`src/rtl/dscg_pkg.sv`:
```
// dscg_pkg: register map, field layout and types of the power-state clock gating block
package dscg_pkg;

  // register offsets (byte addresses)
  localparam logic [11:0] OFS_RUN = 12'h100;
  localparam logic [11:0] OFS_SLEEP = 12'h110;
  localparam logic [11:0] OFS_DEEP = 12'h120;
  localparam logic [11:0] OFS_CFG = 12'h130;
  localparam logic [11:0] OFS_INT_STAT = 12'h140;
  localparam logic [11:0] OFS_INT_MASK = 12'h144;
  localparam logic [11:0] OFS_STATE = 12'h148;

  // gating register field positions
  localparam int unsigned PWM_BIT = 20;
  localparam int unsigned ADC_BIT = 16;
  localparam int unsigned RATE_MSB = 11;
  localparam int unsigned RATE_LSB = 8;
  localparam int unsigned HIB_BIT = 6;
  localparam int unsigned WDT_BIT = 3;
  localparam logic [31:0] WMASK = 32'h0011_0F48;

  // reset values
  localparam logic [31:0] RST_RUN = 32'h0000_0000;
  localparam logic [31:0] RST_SLEEP = 32'h0000_0000;
  localparam logic [31:0] RST_DEEP = 32'h0000_0040;
  localparam logic RST_ACG = 1'b0;

  // converter sample rate codes
  localparam logic [3:0] RATE_125K = 4'h0;
  localparam logic [3:0] RATE_250K = 4'h1;
  localparam logic [3:0] RATE_500K = 4'h2;
  localparam logic [3:0] RATE_MAX = RATE_500K;

  // configuration, status and interrupt layout
  localparam int unsigned CFG_ACG_BIT = 0;
  localparam int unsigned STATE_PS_LSB = 4;
  localparam int unsigned NUM_UNITS = 4;
  localparam int unsigned UNIT_WDT = 0;
  localparam int unsigned UNIT_HIB = 1;
  localparam int unsigned UNIT_ADC = 2;
  localparam int unsigned UNIT_PWM = 3;
  localparam logic [3:0] FAULT_CAPABLE = 4'b1101;
  localparam int unsigned INT_W = 5;
  localparam int unsigned INT_STATE_BIT = 4;

  // power state of the system
  typedef enum logic [1:0] {
    PS_RUN = 2'b00,
    PS_SLEEP = 2'b01,
    PS_DEEP = 2'b10
  } dscg_pstate_t;

  // one gating word in field form
  typedef struct packed {
    logic pwm;
    logic adc;
    logic [3:0] rate;
    logic powerdown_unit_clock_enable;
    logic wdt;
  } dscg_gate_t;

  // pull the live fields out of a gating word
  function automatic dscg_gate_t dscg_unpack(input logic [31:0] w);
    dscg_gate_t g;
    g.pwm = w[PWM_BIT];
    g.adc = w[ADC_BIT];
    g.rate = w[RATE_MSB:RATE_LSB];
    g.powerdown_unit_clock_enable = w[HIB_BIT];
    g.wdt = w[WDT_BIT];
    return g;
  endfunction : dscg_unpack

endpackage : dscg_pkg

```
`src/rtl/dscg_gate_reg.sv`:
```
// dscg_gate_reg: one gating register with reserved-bit masking and rate capping
`timescale 1ns/1ps
module dscg_gate_reg #(
  parameter logic [31:0] RST_VAL = dscg_pkg::RST_RUN,
  parameter logic [3:0] RATE_MAX = dscg_pkg::RATE_MAX
) (
  // clock and reset
  input wire logic ref_clk,
  input wire logic rst_n,
  // write port
  input wire logic wr_en,
  input wire logic [31:0] wdata,
  // stored word
  output logic [31:0] q
);

  logic [31:0] gate_ff;
  logic [31:0] nxt_gate;
  logic [3:0] wr_rate;

  // reserved bits never stored; rate above the limit is pulled down to it
  always_comb begin
    wr_rate = wdata[dscg_pkg::RATE_MSB:dscg_pkg::RATE_LSB];
    nxt_gate = wdata & dscg_pkg::WMASK;
    if (wr_rate > RATE_MAX) begin
      nxt_gate[dscg_pkg::RATE_MSB:dscg_pkg::RATE_LSB] = RATE_MAX;
    end
  end

  // storage; reset value is per instance
  always_ff @(posedge ref_clk or negedge rst_n) begin
    if (!rst_n) begin
      gate_ff <= RST_VAL;
    end else if (wr_en) begin
      gate_ff <= nxt_gate;
    end
  end

  assign q = gate_ff;
endmodule : dscg_gate_reg

```
`src/rtl/dscg_fault_chk.sv`:
```
// dscg_fault_chk: bus fault detection for accesses to unclocked units
`timescale 1ns/1ps
module dscg_fault_chk #(
  parameter int unsigned N = dscg_pkg::NUM_UNITS,
  parameter logic [3:0] CAPABLE = dscg_pkg::FAULT_CAPABLE
) (
  // clock and reset
  input wire logic ref_clk,
  input wire logic rst_n,
  // unit accesses and applied enables
  input wire logic [N-1:0] access,
  input wire logic [N-1:0] clk_en,
  // fault answer
  output logic fault,
  output logic [N-1:0] fault_unit
);

  logic [N-1:0] nxt_unit;
  logic [N-1:0] unit_ff;
  logic fault_ff;

  // a unit faults only if gated off and it can fault at all
  for (genvar u = 0; u < N; u++) begin : g_unit
    assign nxt_unit[u] = access[u] && !clk_en[u] && CAPABLE[u];
  end

  // one-cycle fault pulse, replacing the normal completion
  always_ff @(posedge ref_clk or negedge rst_n) begin
    if (!rst_n) begin
      unit_ff <= '0;
      fault_ff <= 1'b0;
    end else begin
      unit_ff <= nxt_unit;
      fault_ff <= |nxt_unit;
    end
  end

  assign fault = fault_ff;
  assign fault_unit = unit_ff;
endmodule : dscg_fault_chk

```
`src/rtl/dscg_clock_gate.sv`:
```
// dscg_clock_gate: run, sleep and deep-sleep unit clock gating with fault and interrupt logic
//
// Notes on behaviour
// - each gating bit enables one unit clock; zero stops and disables it.
// - access to a gated-off unit other than the powerdown unit answers with a bus fault.
// - gating bits reset to zero unless another reset value is given.
// - three same-layout registers: run, sleep and deep-sleep.
// - sleep and deep-sleep registers act only with auto gating selected.
// - deep-sleep register sits at 0x120, resets to 0x00000040.
// - bit 20 enables the pulse-width modulator clock; clear means faults.
// - bit 16 enables converter unit 0 clock; clear means faults.
// - bit 6 enables the powerdown unit clock; no fault for it.
// - bit 3 enables the watchdog clock; clear means faults.
// - bits 11:8 pick sample rate: 2=500K, 1=250K, 0=125K.
// - stored sample rate never exceeds the converter maximum.
// - reserved bits read zero and ignore writes.
//
// The address-and-strobe port was chosen for this implementation.
`timescale 1ns/1ps
module dscg_clock_gate #(
  parameter logic [3:0] RATE_MAX = dscg_pkg::RATE_MAX
) (
  // clock and reset
  input wire logic ref_clk,
  input wire logic rst_n,
  // register port
  input wire logic [11:0] reg_addr,
  input wire logic [31:0] reg_wdata,
  input wire logic reg_wr,
  input wire logic reg_rd,
  output logic [31:0] reg_rdata,
  // system power state
  input wire logic [1:0] power_state,
  // unit side
  input wire logic [3:0] unit_access,
  output logic [3:0] unit_clk_en,
  output logic [3:0] converter_sample_rate,
  output logic bus_fault,
  output logic [3:0] fault_unit,
  // interrupt
  output logic irq
);

  localparam int unsigned NREG = 3;
  localparam logic [11:0] REG_OFS [NREG] = '{dscg_pkg::OFS_RUN, dscg_pkg::OFS_SLEEP, dscg_pkg::OFS_DEEP};
  localparam logic [31:0] REG_RST [NREG] = '{dscg_pkg::RST_RUN, dscg_pkg::RST_SLEEP, dscg_pkg::RST_DEEP};

  logic [31:0] gate_q [NREG];
  dscg_pkg::dscg_gate_t run_g;
  dscg_pkg::dscg_gate_t sleep_g;
  dscg_pkg::dscg_gate_t deep_g;
  dscg_pkg::dscg_gate_t sel_g;
  dscg_pkg::dscg_pstate_t ps_ff;
  dscg_pkg::dscg_pstate_t nxt_ps;
  logic acg_ff;
  logic [3:0] clk_en_ff;
  logic [3:0] nxt_clk_en;
  logic [3:0] rate_ff;
  logic [31:0] rdata_ff;
  logic [31:0] nxt_rdata;
  logic [dscg_pkg::INT_W-1:0] int_stat_ff;
  logic [dscg_pkg::INT_W-1:0] int_mask_ff;
  logic [dscg_pkg::INT_W-1:0] nxt_int_stat;
  logic [dscg_pkg::INT_W-1:0] nxt_int_mask;
  logic [dscg_pkg::INT_W-1:0] set_vec;
  logic [dscg_pkg::INT_W-1:0] clr_vec;
  logic irq_ff;
  logic state_evt;
  logic fault_pulse;
  logic [3:0] fault_vec;

  // the three gating registers share one layout and one write decode
  for (genvar r = 0; r < NREG; r++) begin : g_reg
    dscg_gate_reg #(
      .RST_VAL(REG_RST[r]),
      .RATE_MAX(RATE_MAX)
    ) u_gate (
      .ref_clk(ref_clk),
      .rst_n(rst_n),
      .wr_en(reg_wr && (reg_addr == REG_OFS[r])),
      .wdata(reg_wdata),
      .q(gate_q[r])
    );
  end

  // field views of the stored words
  assign run_g = dscg_pkg::dscg_unpack(gate_q[0]);
  assign sleep_g = dscg_pkg::dscg_unpack(gate_q[1]);
  assign deep_g = dscg_pkg::dscg_unpack(gate_q[2]);

  // auto gating select lives in the run clock config register
  always_ff @(posedge ref_clk or negedge rst_n) begin
    if (!rst_n) begin
      acg_ff <= dscg_pkg::RST_ACG;
    end else if (reg_wr && reg_addr == dscg_pkg::OFS_CFG) begin
      acg_ff <= reg_wdata[dscg_pkg::CFG_ACG_BIT];
    end
  end

  // unknown power state codes fall back to run, the safe choice
  always_comb begin
    case (power_state)
      2'b01: nxt_ps = dscg_pkg::PS_SLEEP;
      2'b10: nxt_ps = dscg_pkg::PS_DEEP;
      default: nxt_ps = dscg_pkg::PS_RUN;
    endcase
  end

  // power state sampled once so the selection never glitches
  always_ff @(posedge ref_clk or negedge rst_n) begin
    if (!rst_n) begin
      ps_ff <= dscg_pkg::PS_RUN;
    end else begin
      ps_ff <= nxt_ps;
    end
  end

  // register choice; without auto gating the run word rules all states
  always_comb begin
    if (!acg_ff) begin
      sel_g = run_g;
    end else begin
      case (ps_ff)
        dscg_pkg::PS_SLEEP: sel_g = sleep_g;
        dscg_pkg::PS_DEEP: sel_g = deep_g;
        default: sel_g = run_g;
      endcase
    end
  end

  // one enable per unit, indexed as the fault checker expects
  always_comb begin
    nxt_clk_en = '0;
    nxt_clk_en[dscg_pkg::UNIT_PWM] = sel_g.pwm;
    nxt_clk_en[dscg_pkg::UNIT_ADC] = sel_g.adc;
    nxt_clk_en[dscg_pkg::UNIT_HIB] = sel_g.powerdown_unit_clock_enable;
    nxt_clk_en[dscg_pkg::UNIT_WDT] = sel_g.wdt;
  end

  // applied enables and rate, registered so the gates see clean levels
  always_ff @(posedge ref_clk or negedge rst_n) begin
    if (!rst_n) begin
      clk_en_ff <= '0;
      rate_ff <= dscg_pkg::RATE_125K;
    end else begin
      clk_en_ff <= nxt_clk_en;
      rate_ff <= sel_g.rate;
    end
  end

  // fault decision uses the enables the units actually see
  dscg_fault_chk #(
    .N(dscg_pkg::NUM_UNITS),
    .CAPABLE(dscg_pkg::FAULT_CAPABLE)
  ) u_fault (
    .ref_clk(ref_clk),
    .rst_n(rst_n),
    .access(unit_access),
    .clk_en(clk_en_ff),
    .fault(fault_pulse),
    .fault_unit(fault_vec)
  );

  // a power state move that changes the register in use is an event
  assign state_evt = acg_ff && (nxt_ps != ps_ff);

  // sticky status: a fresh event beats a same-cycle write-one-to-clear
  always_comb begin
    set_vec = '0;
    set_vec[3:0] = fault_vec;
    set_vec[dscg_pkg::INT_STATE_BIT] = state_evt;
    clr_vec = '0;
    if (reg_wr && reg_addr == dscg_pkg::OFS_INT_STAT) begin
      clr_vec = reg_wdata[dscg_pkg::INT_W-1:0];
    end
    nxt_int_stat = (int_stat_ff & ~clr_vec) | set_vec;
    nxt_int_mask = int_mask_ff;
    if (reg_wr && reg_addr == dscg_pkg::OFS_INT_MASK) begin
      nxt_int_mask = reg_wdata[dscg_pkg::INT_W-1:0];
    end
  end

  // status, mask and irq; irq is computed from next values to stay in step
  always_ff @(posedge ref_clk or negedge rst_n) begin
    if (!rst_n) begin
      int_stat_ff <= '0;
      int_mask_ff <= '0;
      irq_ff <= 1'b0;
    end else begin
      int_stat_ff <= nxt_int_stat;
      int_mask_ff <= nxt_int_mask;
      irq_ff <= |(nxt_int_stat & nxt_int_mask);
    end
  end

  // read decode; unmapped addresses and idle cycles read zero
  always_comb begin
    nxt_rdata = '0;
    if (reg_rd) begin
      case (reg_addr)
        dscg_pkg::OFS_RUN: nxt_rdata = gate_q[0];
        dscg_pkg::OFS_SLEEP: nxt_rdata = gate_q[1];
        dscg_pkg::OFS_DEEP: nxt_rdata = gate_q[2];
        dscg_pkg::OFS_CFG: nxt_rdata[dscg_pkg::CFG_ACG_BIT] = acg_ff;
        dscg_pkg::OFS_INT_STAT: nxt_rdata[dscg_pkg::INT_W-1:0] = int_stat_ff;
        dscg_pkg::OFS_INT_MASK: nxt_rdata[dscg_pkg::INT_W-1:0] = int_mask_ff;
        dscg_pkg::OFS_STATE: begin
          nxt_rdata[3:0] = clk_en_ff;
          nxt_rdata[dscg_pkg::STATE_PS_LSB+1:dscg_pkg::STATE_PS_LSB] = ps_ff;
        end
        default: nxt_rdata = '0;
      endcase
    end
  end

  // read data stands for exactly the cycle after the strobe
  always_ff @(posedge ref_clk or negedge rst_n) begin
    if (!rst_n) begin
      rdata_ff <= '0;
    end else begin
      rdata_ff <= nxt_rdata;
    end
  end

  // outputs, all straight from flip-flops
  assign reg_rdata = rdata_ff;
  assign unit_clk_en = clk_en_ff;
  assign converter_sample_rate = rate_ff;
  assign bus_fault = fault_pulse;
  assign fault_unit = fault_vec;
  assign irq = irq_ff;
endmodule : dscg_clock_gate

```
`config.mk`:
```
export PLATFORM = sky130hd
export DESIGN_NAME = dscg_clock_gate
export DESIGN_NICKNAME = d
export VERILOG_FILES = /design/src/rtl/dscg_pkg.sv /design/src/rtl/dscg_gate_reg.sv /design/src/rtl/dscg_fault_chk.sv /design/src/rtl/dscg_clock_gate.sv
export SDC_FILE = /design/constraint.sdc
export NUM_CORES = 1
export LEC_CHECK = 0
export ABC_AREA = 1
export ABC_CLOCK_PERIOD_IN_PS = 2400
export BUFFER_PORTS_ARGS = -buffer_cell sky130_fd_sc_hd__buf_2
export CORE_ASPECT_RATIO = 0.5
export CORE_MARGIN = 1.5
export CORE_UTILIZATION = 45
export CTS_BUF_LIST = sky130_fd_sc_hd__clkbuf_4
export DETAILED_ROUTE_END_ITERATION = 12
export GPL_ROUTABILITY_DRIVEN = 1
export GPL_TIMING_DRIVEN = 0
export PLACE_DENSITY_LB_ADDON = 0.25
export SETUP_SLACK_MARGIN = 0.1
export SYNTH_ARGS = -nofsm -noshare
export SYNTH_HDL_FRONTEND = slang
export SYNTH_SLANG_ARGS = --single-unit
```
`constraint.sdc`:
```
create_clock -name ref_clk -period 2.4 [get_ports ref_clk]
set_clock_uncertainty 0.15 [all_clocks]
set_input_delay 0 -clock ref_clk [delete_from_list [all_inputs] [get_ports ref_clk]]
set_output_delay 0 -clock ref_clk [all_outputs]
set_load 0.02 [all_outputs]
```
==> out/qor.yml, run 1 <==
global_route:
  grt_overflow: 0
  grt_max_degree: 64
  antenna_found_initial: 0
  grt_pass1_wl_um: 12400
  first_global_vias: 2741
  grt_usage: 0.211
logic_synthesis:
  synth_edf_count: 0
  synthCells: 366
  ys_ff_latch: 63
  ys.flop_type: "dfrtp_1"
  syn_avg_cell_area_um2: 8.69
  async_flop_share: 1.00
  ys_seq_area_frac: 0.496
  yosys_warnings: 0
  syn_area_um2: 3180
  ys_types: 35
die:
  num_rows: 21
  io_pins: 100
  die_w_um: 122
  start_util: 0.471
  dieArea_um2: 7610
  core_area_um2: 6750
  die_h_um: 62.4
route:
  drt-total-wl_um: 7510
  drtAntennaViolNets: 0
  viasPerCell: 4.72
  drt_iter0_markers: 205
  wire_per_inst_um: 12.5
  drc: 0
  vias: 2826
  drt_pass1_iterations: 4
final_layout:
  final_cell_mix: "99 x nand2_1, 62 x dfrtp_1, 58 x buf_2"
  stdcell_count: 599
  final_util: 0.640
  area_growth_pct: 35.9
  fin_nets: 558
  diodes: 0
  fin_area_um2: 4320
  fill_cells: 585
  layout-drive-gt1-share: 0.272
  mostFrequentLayoutCell: "nand2_1"
timing:
  drv_slew: 0
  hold_ws_ns: -0.0371
  tightest_slew_ns: 0.768
  tns_ns: 0
  layout_setup_ws_ns: 0.200
  rsz0062_at_grt: "false"
  fmax_ghz: 0.455
  period_share: 0.917
  maxSlewHeadroom: 0.488
  layout_min_cycle_time_ns: 2.20
  finalHoldViolCount: 4
  setup_viol: 0
critical_path:
  crit_fanout: 7
  cp.arrival_ns: 2.40
  required_ns: 2.60
  path_class: "in2reg"
  reg2reg_slack_ns: 0.32
  worstSetupStartpointType: "input pin"
  critical_path.endpoint_type: "register"
place:
  io_buffer_count: 58
  place_ws_ns: 0.161
  placed_area_um2: 3660
  dpl.hpwl_um: 4900
  gp_congestion: 0.825
  dp.cells: 535
clock_network:
  post_cts_buffers: 0
  htreeDepth: 3
  insertion_delay_ns: 0.42
  cts_buffer_depth: 2
  cts.sinks: 63
  clk_pin_slew_ns: 0.11
  cts_root_buf: "clkbuf_4"
  tritoncts: "done"
  cts-buffers-inserted: 9
power_and_ir_drop:
  p_leak_nw: 2.38
  pwr_density_cell_nw_per_um2: 520
  irDropWorstVdd_uv: 288
  p_total_mw: 2.25
run:
  cap_violations: 0
status:
  violations: "hold timing"
  outcome: "finished, violations left"
hold_path:
  hold_class: "in2reg"
[repair_timing]
action	4_1_cts	5_1_grt
resized for setup	0	3
endpoints found under the hold margin	111	3
hold buffers	48	2
setup endpoints to repair	0	6
[power by group]
| group | switching (mW) | internal (mW) | total (mW) |
|---|---|---|---|
| registers | 0.0134 | 1.08 | 1.10 |
| clock network | 0.409 | 0.441 | 0.850 |
| logic | 0.182 | 0.118 | 0.300 |
[cell usage after synthesis (all sizes together), types with 4 or more instances]
library cell	number	share of area
dfrtp	62	0.49
o21ai	23	0.053
a21oi	4	0.0075
buf	25	0.063
nand3	23	0.046
nand2	105	0.13
nand4	8	0.016
a221oi	7	0.019
nor3	7	0.023
nor2	36	0.050
inv	53	0.063
[metal layers]
layer	track usage	wire length (um)	vias to the layer above
met2	0.364	3740	89
met4	0.0559	128	0
met1	0.264	3150	1327
li1	-	-	1395
met5	0	0	-
met3	0.0547	483	15
[final cells by class]
| class | count | area (um^2) | area share |
|---|---|---|---|
| clock buffer | 10 | 75.1 | 0.0174 |
| inverter | 53 | 199 | 0.0460 |
| clock inverter | 6 | 93.8 | 0.0217 |
| buffer | 27 | 208 | 0.0481 |
| tap | 92 | 115 | 0.0266 |
| timing repair buffer | 106 | 773 | 0.179 |
| sequential | 63 | 1580 | 0.365 |
| multi-input combinational | 242 | 1280 | 0.296 |
[registers in the layout, summed over array words and instances (netlist names)]
| register | flops |
|---|---|
| converter_sample_rate | 4 |
| irq | 1 |
| ps_ff | 2 |
| unit_clk_en | 4 |
| int_mask_ff | 5 |
| int_stat_ff | 5 |
| acg_ff | 1 |
| u_fault.fault | 1 |
| g.u_gate.q | 24 |
| u_fault.fault_unit | 3 |
| reg_rdata | 13 |
[logic make-up (layout without fill, tap and decap cells)]
logic type	after synthesis	count (layout)	synth area share
other	1	20	0.00118
XOR/XNOR	1	1	0.00275
adder cells (fa/ha/maj)	2	2	0.00787
buffers and inverters	80	202	0.128
flip-flops	63	63	0.496
multiplexers	1	1	0.00315
AO/OA/AOI/OAI	38	38	0.0893
AND/OR/NAND/NOR	180	180	0.272
[worst paths after layout]
| check | start | to | cells after the start |
|---|---|---|---|
| setup / recovery | reg_addr[1] | irq | 12 |
| hold / removal | reg_addr[8] | int_stat_ff[4] | 6 |
| setup reg to reg | ps_ff[0] | unit_clk_en[2] | 7 |
| hold reg to reg | u_fault.fault_unit[2] | int_stat_ff[2] | 2 |
| max in group asynchronous | rst_n | reg_rdata[1] | 2 |
| min in group asynchronous | rst_n | g_reg[0].u_gate.q[9] | 2 |
[worst max-delay path: stages]
cell	delay [ns]
buf_2	0.10
nor2_1	0.15
inv_1	0.09
nor2_1	0.30
dlygate4sd3_1	0.66
nand3_4	0.12
dlygate4sd3_1	0.59
o21ai_1	0.16
nand2_1	0.07
nand2_1	0.08
inv_1	0.04
nand2_1	0.05
Power figures use the tool's default switching activity.
==> run 2, diff against run 1 <==
--- a/config.mk
+++ b/config.mk
@@ -6,17 +6,18 @@
 export NUM_CORES = 1
 export LEC_CHECK = 0
 export ABC_AREA = 1
-export ABC_CLOCK_PERIOD_IN_PS = 2400
+export ABC_CLOCK_PERIOD_IN_PS = 2300
 export BUFFER_PORTS_ARGS = -buffer_cell sky130_fd_sc_hd__buf_2
 export CORE_ASPECT_RATIO = 0.5
 export CORE_MARGIN = 1.5
 export CORE_UTILIZATION = 45
-export CTS_BUF_LIST = sky130_fd_sc_hd__clkbuf_4
+export CTS_BUF_LIST = sky130_fd_sc_hd__clkbuf_8
 export DETAILED_ROUTE_END_ITERATION = 12
 export GPL_ROUTABILITY_DRIVEN = 1
 export GPL_TIMING_DRIVEN = 0
 export PLACE_DENSITY_LB_ADDON = 0.25
 export SETUP_SLACK_MARGIN = 0.1
+export SLEW_MARGIN = 20
 export SYNTH_ARGS = -nofsm -noshare
 export SYNTH_HDL_FRONTEND = slang
 export SYNTH_SLANG_ARGS = --single-unit
==> constraint.sdc (replaced) <==
create_clock -name ref_clk -period 2.3 [get_ports ref_clk]
set_clock_uncertainty 0.15 [all_clocks]
set_input_delay 0 -clock ref_clk [delete_from_list [all_inputs] [get_ports ref_clk]]
set_output_delay 0 -clock ref_clk [all_outputs]
set_load 0.02 [all_outputs]
==> run 2 against run 1 <==
The run now ends clean. Utilization down 1.8 points. Die area unchanged. Critical path depth down 5. Wire length down 2.5%. Worst hold slack better by 0.055 ns. First-iteration DRC count up 8.8%. Final cell count down 2.8%. Largest power group unchanged. Non-clock buffer count down 17. Setup slack worse by 0.00085 ns. Global-route usage down 0.29 points. Count of clock-buffer cells in the layout down 1. Highest routed layer unchanged. Clock power up 26%.
==> out/qor.yml, run 2 (synthesized netlist as in run 1, its figures left out) <==
status:
  outcome: "completed"
timing:
  tightest_slew_ns: 0.773  # +0.00524 ns
  rsz0062_at_grt: "false"
  tns_ns: 0  # unchanged
  finalHoldViolCount: 0  # -4
  maxSlewHeadroom: 0.485  # -0.00349
  layout_min_cycle_time_ns: 2.10
  period_share: 0.913
  drv_slew: 0  # unchanged
  setup_viol: 0  # unchanged
  fmax_ghz: 0.476
route:
  drt-total-wl_um: 7320  # -2.5%
  wire_per_inst_um: 12.6  # +0.30%
  drc: 0  # unchanged
  drt_pass1_iterations: 4  # unchanged
  viasPerCell: 4.72  # about the same
  vias: 2746  # -2.8%
  drtAntennaViolNets: 0  # unchanged
  drt_iter0_markers: 223  # +8.8%
global_route:
  antenna_found_initial: 0  # unchanged
  grt_max_degree: 64  # unchanged
  grt_usage: 0.208  # -0.00291
  grt_overflow: 0  # unchanged
  grt_pass1_wl_um: 12100  # -2.2%
  first_global_vias: 2646  # -3.5%
die:
  io_pins: 100  # unchanged
  start_util: 0.471  # unchanged
  dieArea_um2: 7610  # unchanged
  core_area_um2: 6750  # unchanged
  die_w_um: 122  # unchanged
  die_h_um: 62.4  # unchanged
  num_rows: 21  # unchanged
critical_path:
  cp.arrival_ns: 2.24  # -0.16 ns
  cpPeakStageDelay_ns: 0.58  # -0.08 ns
  critical_path.endpoint_type: "register"
  required_ns: 2.44  # -0.16 ns
  crit_fanout: 10  # +3
  worstSetupStartpointType: "input pin"
  timing.critical_path.mode_cell: "dlygate4sd3_1"
  reg2reg_slack_ns: 0.25  # -0.07 ns
  crit_chain: "dlygate4sd3_1 > buf_2 > buf_4 > nand4_1 > dlygate4sd3_1 > nand2_1 > dlygate4sd3_1"
  path_class: "in2reg"
  cp_slowest_cell: "dlygate4sd3_1"
power_and_ir_drop:
  irDropWorstVdd_uv: 288  # -0.18%
  p_total_mw: 2.51  # +12%
  pwr_density_cell_nw_per_um2: 599  # +15%
  p_leak_nw: 2.32  # -2.3%
clock_network:
  cts_buffer_depth: 2  # unchanged
  cts.sinks: 63  # unchanged
  clk_pin_slew_ns: 0.07  # -0.04 ns
  tritoncts: "done"
  post_cts_buffers: 0  # unchanged
  insertion_delay_ns: 0.35  # -0.07 ns
  htreeDepth: 3  # unchanged
  cts-buffers-inserted: 9  # unchanged
  cts_root_buf: "clkbuf_8"
place:
  dp.cells: 535  # unchanged
  dpl.hpwl_um: 4900  # unchanged
  gp_congestion: 0.825  # unchanged
  io_buffer_count: 58  # unchanged
final_layout:
  layout-drive-gt1-share: 0.276  # +0.00332
  stdcell_count: 582  # -2.8%
  largest_reg_flops: 24  # unchanged
  final_cell_mix: "99 x nand2_1, 62 x dfrtp_1, 57 x buf_2"
  mostFrequentLayoutCell: "nand2_1"
  area_growth_pct: 32.0
  final_util: 0.622  # -0.0182
  diodes: 0  # unchanged
  fin_nets: 541  # -3.0%
run:
  cap_violations: 0  # unchanged
hold_path:
  hold_class: "in2reg"
## run 2: layout make-up
class,instances,area [um^2]
fillers,606,2550
flip-flops and latches,63,1580
multi-input cells,242,1270
repair buffers,89,603
plain buffers,27,210
inverters,53,199
clock buffers,9,124
well taps,92,115
clock inverters,7,97.6
## run 2: path summary, 6_finish.rpt
kind / cells after the start / end / start
worst max-delay path: 7 / int_mask_ff[1] / reg_wr
worst min-delay path: 6 / int_mask_ff[3] / reg_addr[10]
worst max register to register: 7 / unit_clk_en[2] / ps_ff[0]
worst min register to register: 2 / int_stat_ff[0] / u_fault.fault_unit[0]
max in group asynchronous: 2 / int_stat_ff[3] / rst_n
min in group asynchronous: 2 / g_reg[0].u_gate.q[9] / rst_n
## run 2: power breakdown
group / switching, mW / internal [mW]
combinational: 0.187 / 0.114
clock: 0.455 / 0.613
sequential: 0.0136 / 1.13
## run 2: repair_timing
| action | CTS | global route |
|---|---|---|
| endpoints found under the hold margin | 103 | 0 |
| pin swaps | 0 | 1 |
| hold buffers | 31 | 0 |
| setup endpoints to repair | 1 | 3 |
| resized for setup | 1 | 2 |
## run 2: metal layers
layer / global-route usage / vias up / wire length (um)
li1: - / 1363 / -
met1: 0.261 / 1296 / 3210
met2: 0.354 / 74 / 3580
met3: 0.0547 / 13 / 400
met4: 0.0632 / 0 / 127
met5: 0 / - / 0
## run 2: worst max-delay path, delay by kind of cell
family	cells	cell delay [ns]
buf+inv	5	2.04
simple gates	2	0.20
## run 2: per-stage QoR
stage / hold slack (ns) / setup slack (ns) / cell area, um^2
after floorplan: -0.446 / 0.554 / 3250
after CTS: 0.00165 / 0.161 / 4200
final: 0.0182 / 0.199 / 4200
after detailed placement: -0.0249 / 0.0606 / 3660
after global routing: 0.0690 / 0.106 / 4200
after global placement: 0.0676 / 0.105 / 3660
==> run 3, diff against run 2 <==
--- a/config.mk
+++ b/config.mk
@@ -8,13 +8,16 @@
 export ABC_AREA = 1
 export ABC_CLOCK_PERIOD_IN_PS = 2300
 export BUFFER_PORTS_ARGS = -buffer_cell sky130_fd_sc_hd__buf_2
-export CORE_ASPECT_RATIO = 0.5
+export CELL_PAD_IN_SITES_DETAIL_PLACEMENT = 1
+export CELL_PAD_IN_SITES_GLOBAL_PLACEMENT = 2
+export CORE_ASPECT_RATIO = 1.1
 export CORE_MARGIN = 1.5
-export CORE_UTILIZATION = 45
+export CORE_UTILIZATION = 30
 export CTS_BUF_LIST = sky130_fd_sc_hd__clkbuf_8
 export DETAILED_ROUTE_END_ITERATION = 12
 export GPL_ROUTABILITY_DRIVEN = 1
 export GPL_TIMING_DRIVEN = 0
+export MAX_ROUTING_LAYER = met4
 export PLACE_DENSITY_LB_ADDON = 0.25
 export SETUP_SLACK_MARGIN = 0.1
 export SLEW_MARGIN = 20
==> run 3 against run 2 <==
Die area rose by 48%. Final cell count is 8.6% higher. Wire length increased by 23%. Clock power shrank 10%. Global-route usage is 2.8 points lower. Highest routed layer unchanged.
==> out/qor.yml, run 3 (synthesized netlist as in run 1, its figures left out) <==
critical_path:
  crit_fanout: 10  # unchanged
  timing.rr.end: "unit_clk_en[2]"
  worstSetupStartpointType: "input pin"
  required_ns: 2.42  # -0.02 ns
  r2r_cells: 7  # unchanged
  reg2reg_from: "ps_ff[0]"
  critical_path.endpoint_type: "register"
  reg2reg_slack_ns: 0.26  # about the same
  path_class: "in2reg"
  cp.arrival_ns: 2.16  # -0.08 ns
hold_path:
  whs_path_depth: 6  # unchanged
  whs_endpoint: "reg_rdata[0]"
  hold_class: "in2reg"
  worstHoldStart: "reg_addr[2]"
final_layout:
  mostFrequentLayoutCell: "nand2_1"
  largest_reg_flops: 24  # unchanged
  layout-drive-gt1-share: 0.276  # +0.000563
  fin_nets: 540  # -0.18%
  diodes: 0  # unchanged
  final_util: 0.410  # -0.212
  area_growth_pct: 33.3
  fill_cells: 1301  # +110%
  final_cell_mix: "99 x nand2_1, 62 x dfrtp_1, 58 x buf_2"
  fin_area_um2: 4240  # +0.98%
power_and_ir_drop:
  irDropWorstVdd_uv: 246  # -14%
  pwr_density_cell_nw_per_um2: 571  # -4.6%
  p_leak_nw: 2.33  # +0.52%
clock_network:
  insertion_delay_ns: 0.36  # about the same
  cts.sinks: 63  # unchanged
  cts_root_buf: "clkbuf_8"
  cts-buffers-inserted: 9  # unchanged
  cts_buffer_depth: 2  # unchanged
  clk_pin_slew_ns: 0.07  # about the same
  tritoncts: "done"
  htreeDepth: 3  # unchanged
place:
  gp_congestion: 0.833  # +0.99%
  place_ws_ns: 0.0751  # +0.0145 ns
  placed_area_um2: 3750  # +2.5%
  io_buffer_count: 58  # unchanged
  dpl.hpwl_um: 6480  # +32%
status:
  outcome: "completed"
global_route:
  grt_usage: 0.181  # -0.0276
  antenna_found_initial: 0  # unchanged
  grt_overflow: 0  # unchanged
  first_global_vias: 3011  # +14%
  grt_max_degree: 47  # -27%
  grt_pass1_wl_um: 15000  # +24%
timing:
  tightest_slew_ns: 0.768  # -0.00463 ns
  maxSlewHeadroom: 0.485  # about the same
  period_share: 0.886  # -0.0277
  layout_setup_ws_ns: 0.263  # +0.0638 ns
  hold_ws_ns: 0.00879  # -0.00937 ns
  layout_min_cycle_time_ns: 2.04  # -0.0638 ns
  fmax_ghz: 0.491  # +3.1%
  finalHoldViolCount: 0  # unchanged
  rsz0062_at_grt: "false"
  tns_ns: 0  # unchanged
  setup_viol: 0  # unchanged
  drv_slew: 0  # unchanged
die:
  die_w_um: 101  # -17%
  core_area_um2: 10300  # +53%
  num_rows: 39  # +86%
  io_pins: 100  # unchanged
  dieArea_um2: 11200  # +48%
  start_util: 0.307  # -0.164
  die_h_um: 111  # +78%
route:
  drc: 0  # unchanged
  drt_iter0_markers: 81  # -64%
  drtAntennaViolNets: 0  # unchanged
  drt-total-wl_um: 9030  # +23%
  viasPerCell: 4.37  # -7.4%
  drt_pass1_iterations: 4  # unchanged
  vias: 2761  # +0.55%
  wire_per_inst_um: 14.3  # +14%
run:
  cap_violations: 0  # unchanged
## run 3: repair_timing
action,4_1_cts,5_1_grt
endpoints found under the hold margin,103,0
pin swaps,0,1
setup buffers,0,1
hold buffers,28,0
setup endpoints to repair,1,1
resized for setup,1,1
## run 3: area by class of cell
class / count / area (um^2) / share of cell area
Sequential cell: 63 / 1580 / 0.372
Multi-Input combinational cell: 242 / 1280 / 0.301
Timing Repair Buffer: 88 / 608 / 0.143
Buffer: 27 / 208 / 0.0490
Inverter: 53 / 199 / 0.0469
Tap cell: 143 / 179 / 0.0422
Clock buffer: 10 / 138 / 0.0325
Clock inverter: 6 / 53.8 / 0.0127
## run 3: worst max path at each step
stage           startpoint        endpoint  slack, ns  cells past startpoint
2_1_floorplan     ps_ff[0]  unit_clk_en[2]       0.55                      7
3_3_place_gp      ps_ff[0]  unit_clk_en[2]       0.04                      7
3_5_place_dp      ps_ff[0]  unit_clk_en[2]       0.08                      7
4_1_cts        reg_addr[5]    reg_rdata[0]       0.14                     11
5_1_grt        reg_addr[5]    reg_rdata[0]       0.13                     11
6_report       reg_addr[5]    reg_rdata[0]       0.26                     11
## run 3: per-layer routing
| layer | share of wire | global-route usage |
|---|---|---|
| met4 | 0.021 | 0.0722 |
| met1 | 0.43 | 0.211 |
| met3 | 0.027 | 0.0328 |
| met2 | 0.52 | 0.304 |
| met5 | 0 | - |
## run 3: through the flow
stage          power (mW)  cells
5_1_grt              2.54    632
2_1_floorplan        1.33    385
3_5_place_dp         1.45    587
6_report             2.42    632
3_3_place_gp         1.44    586
4_1_cts              2.46    631
## run 3: worst max-delay path, stage by stage
cell and delay [ns]:
dlygate4sd3_1 0.53, buf_2 0.19, nor2_4 0.15, nand2_2 0.09
nor2_4 0.12, buf_6 0.16, nand2_2 0.08, nand3_1 0.09
nand2_1 0.06, dlygate4sd3_1 0.56, a21oi_1 0.12
## run 3: power by group
group / leakage (nW) / internal (mW) / switching (mW)
Clock: 0.106 / 0.517 / 0.445
Sequential: 0.821 / 1.13 / 0.0149
Combinational: 1.41 / 0.121 / 0.193
Total: 2.33 / 1.77 / 0.652
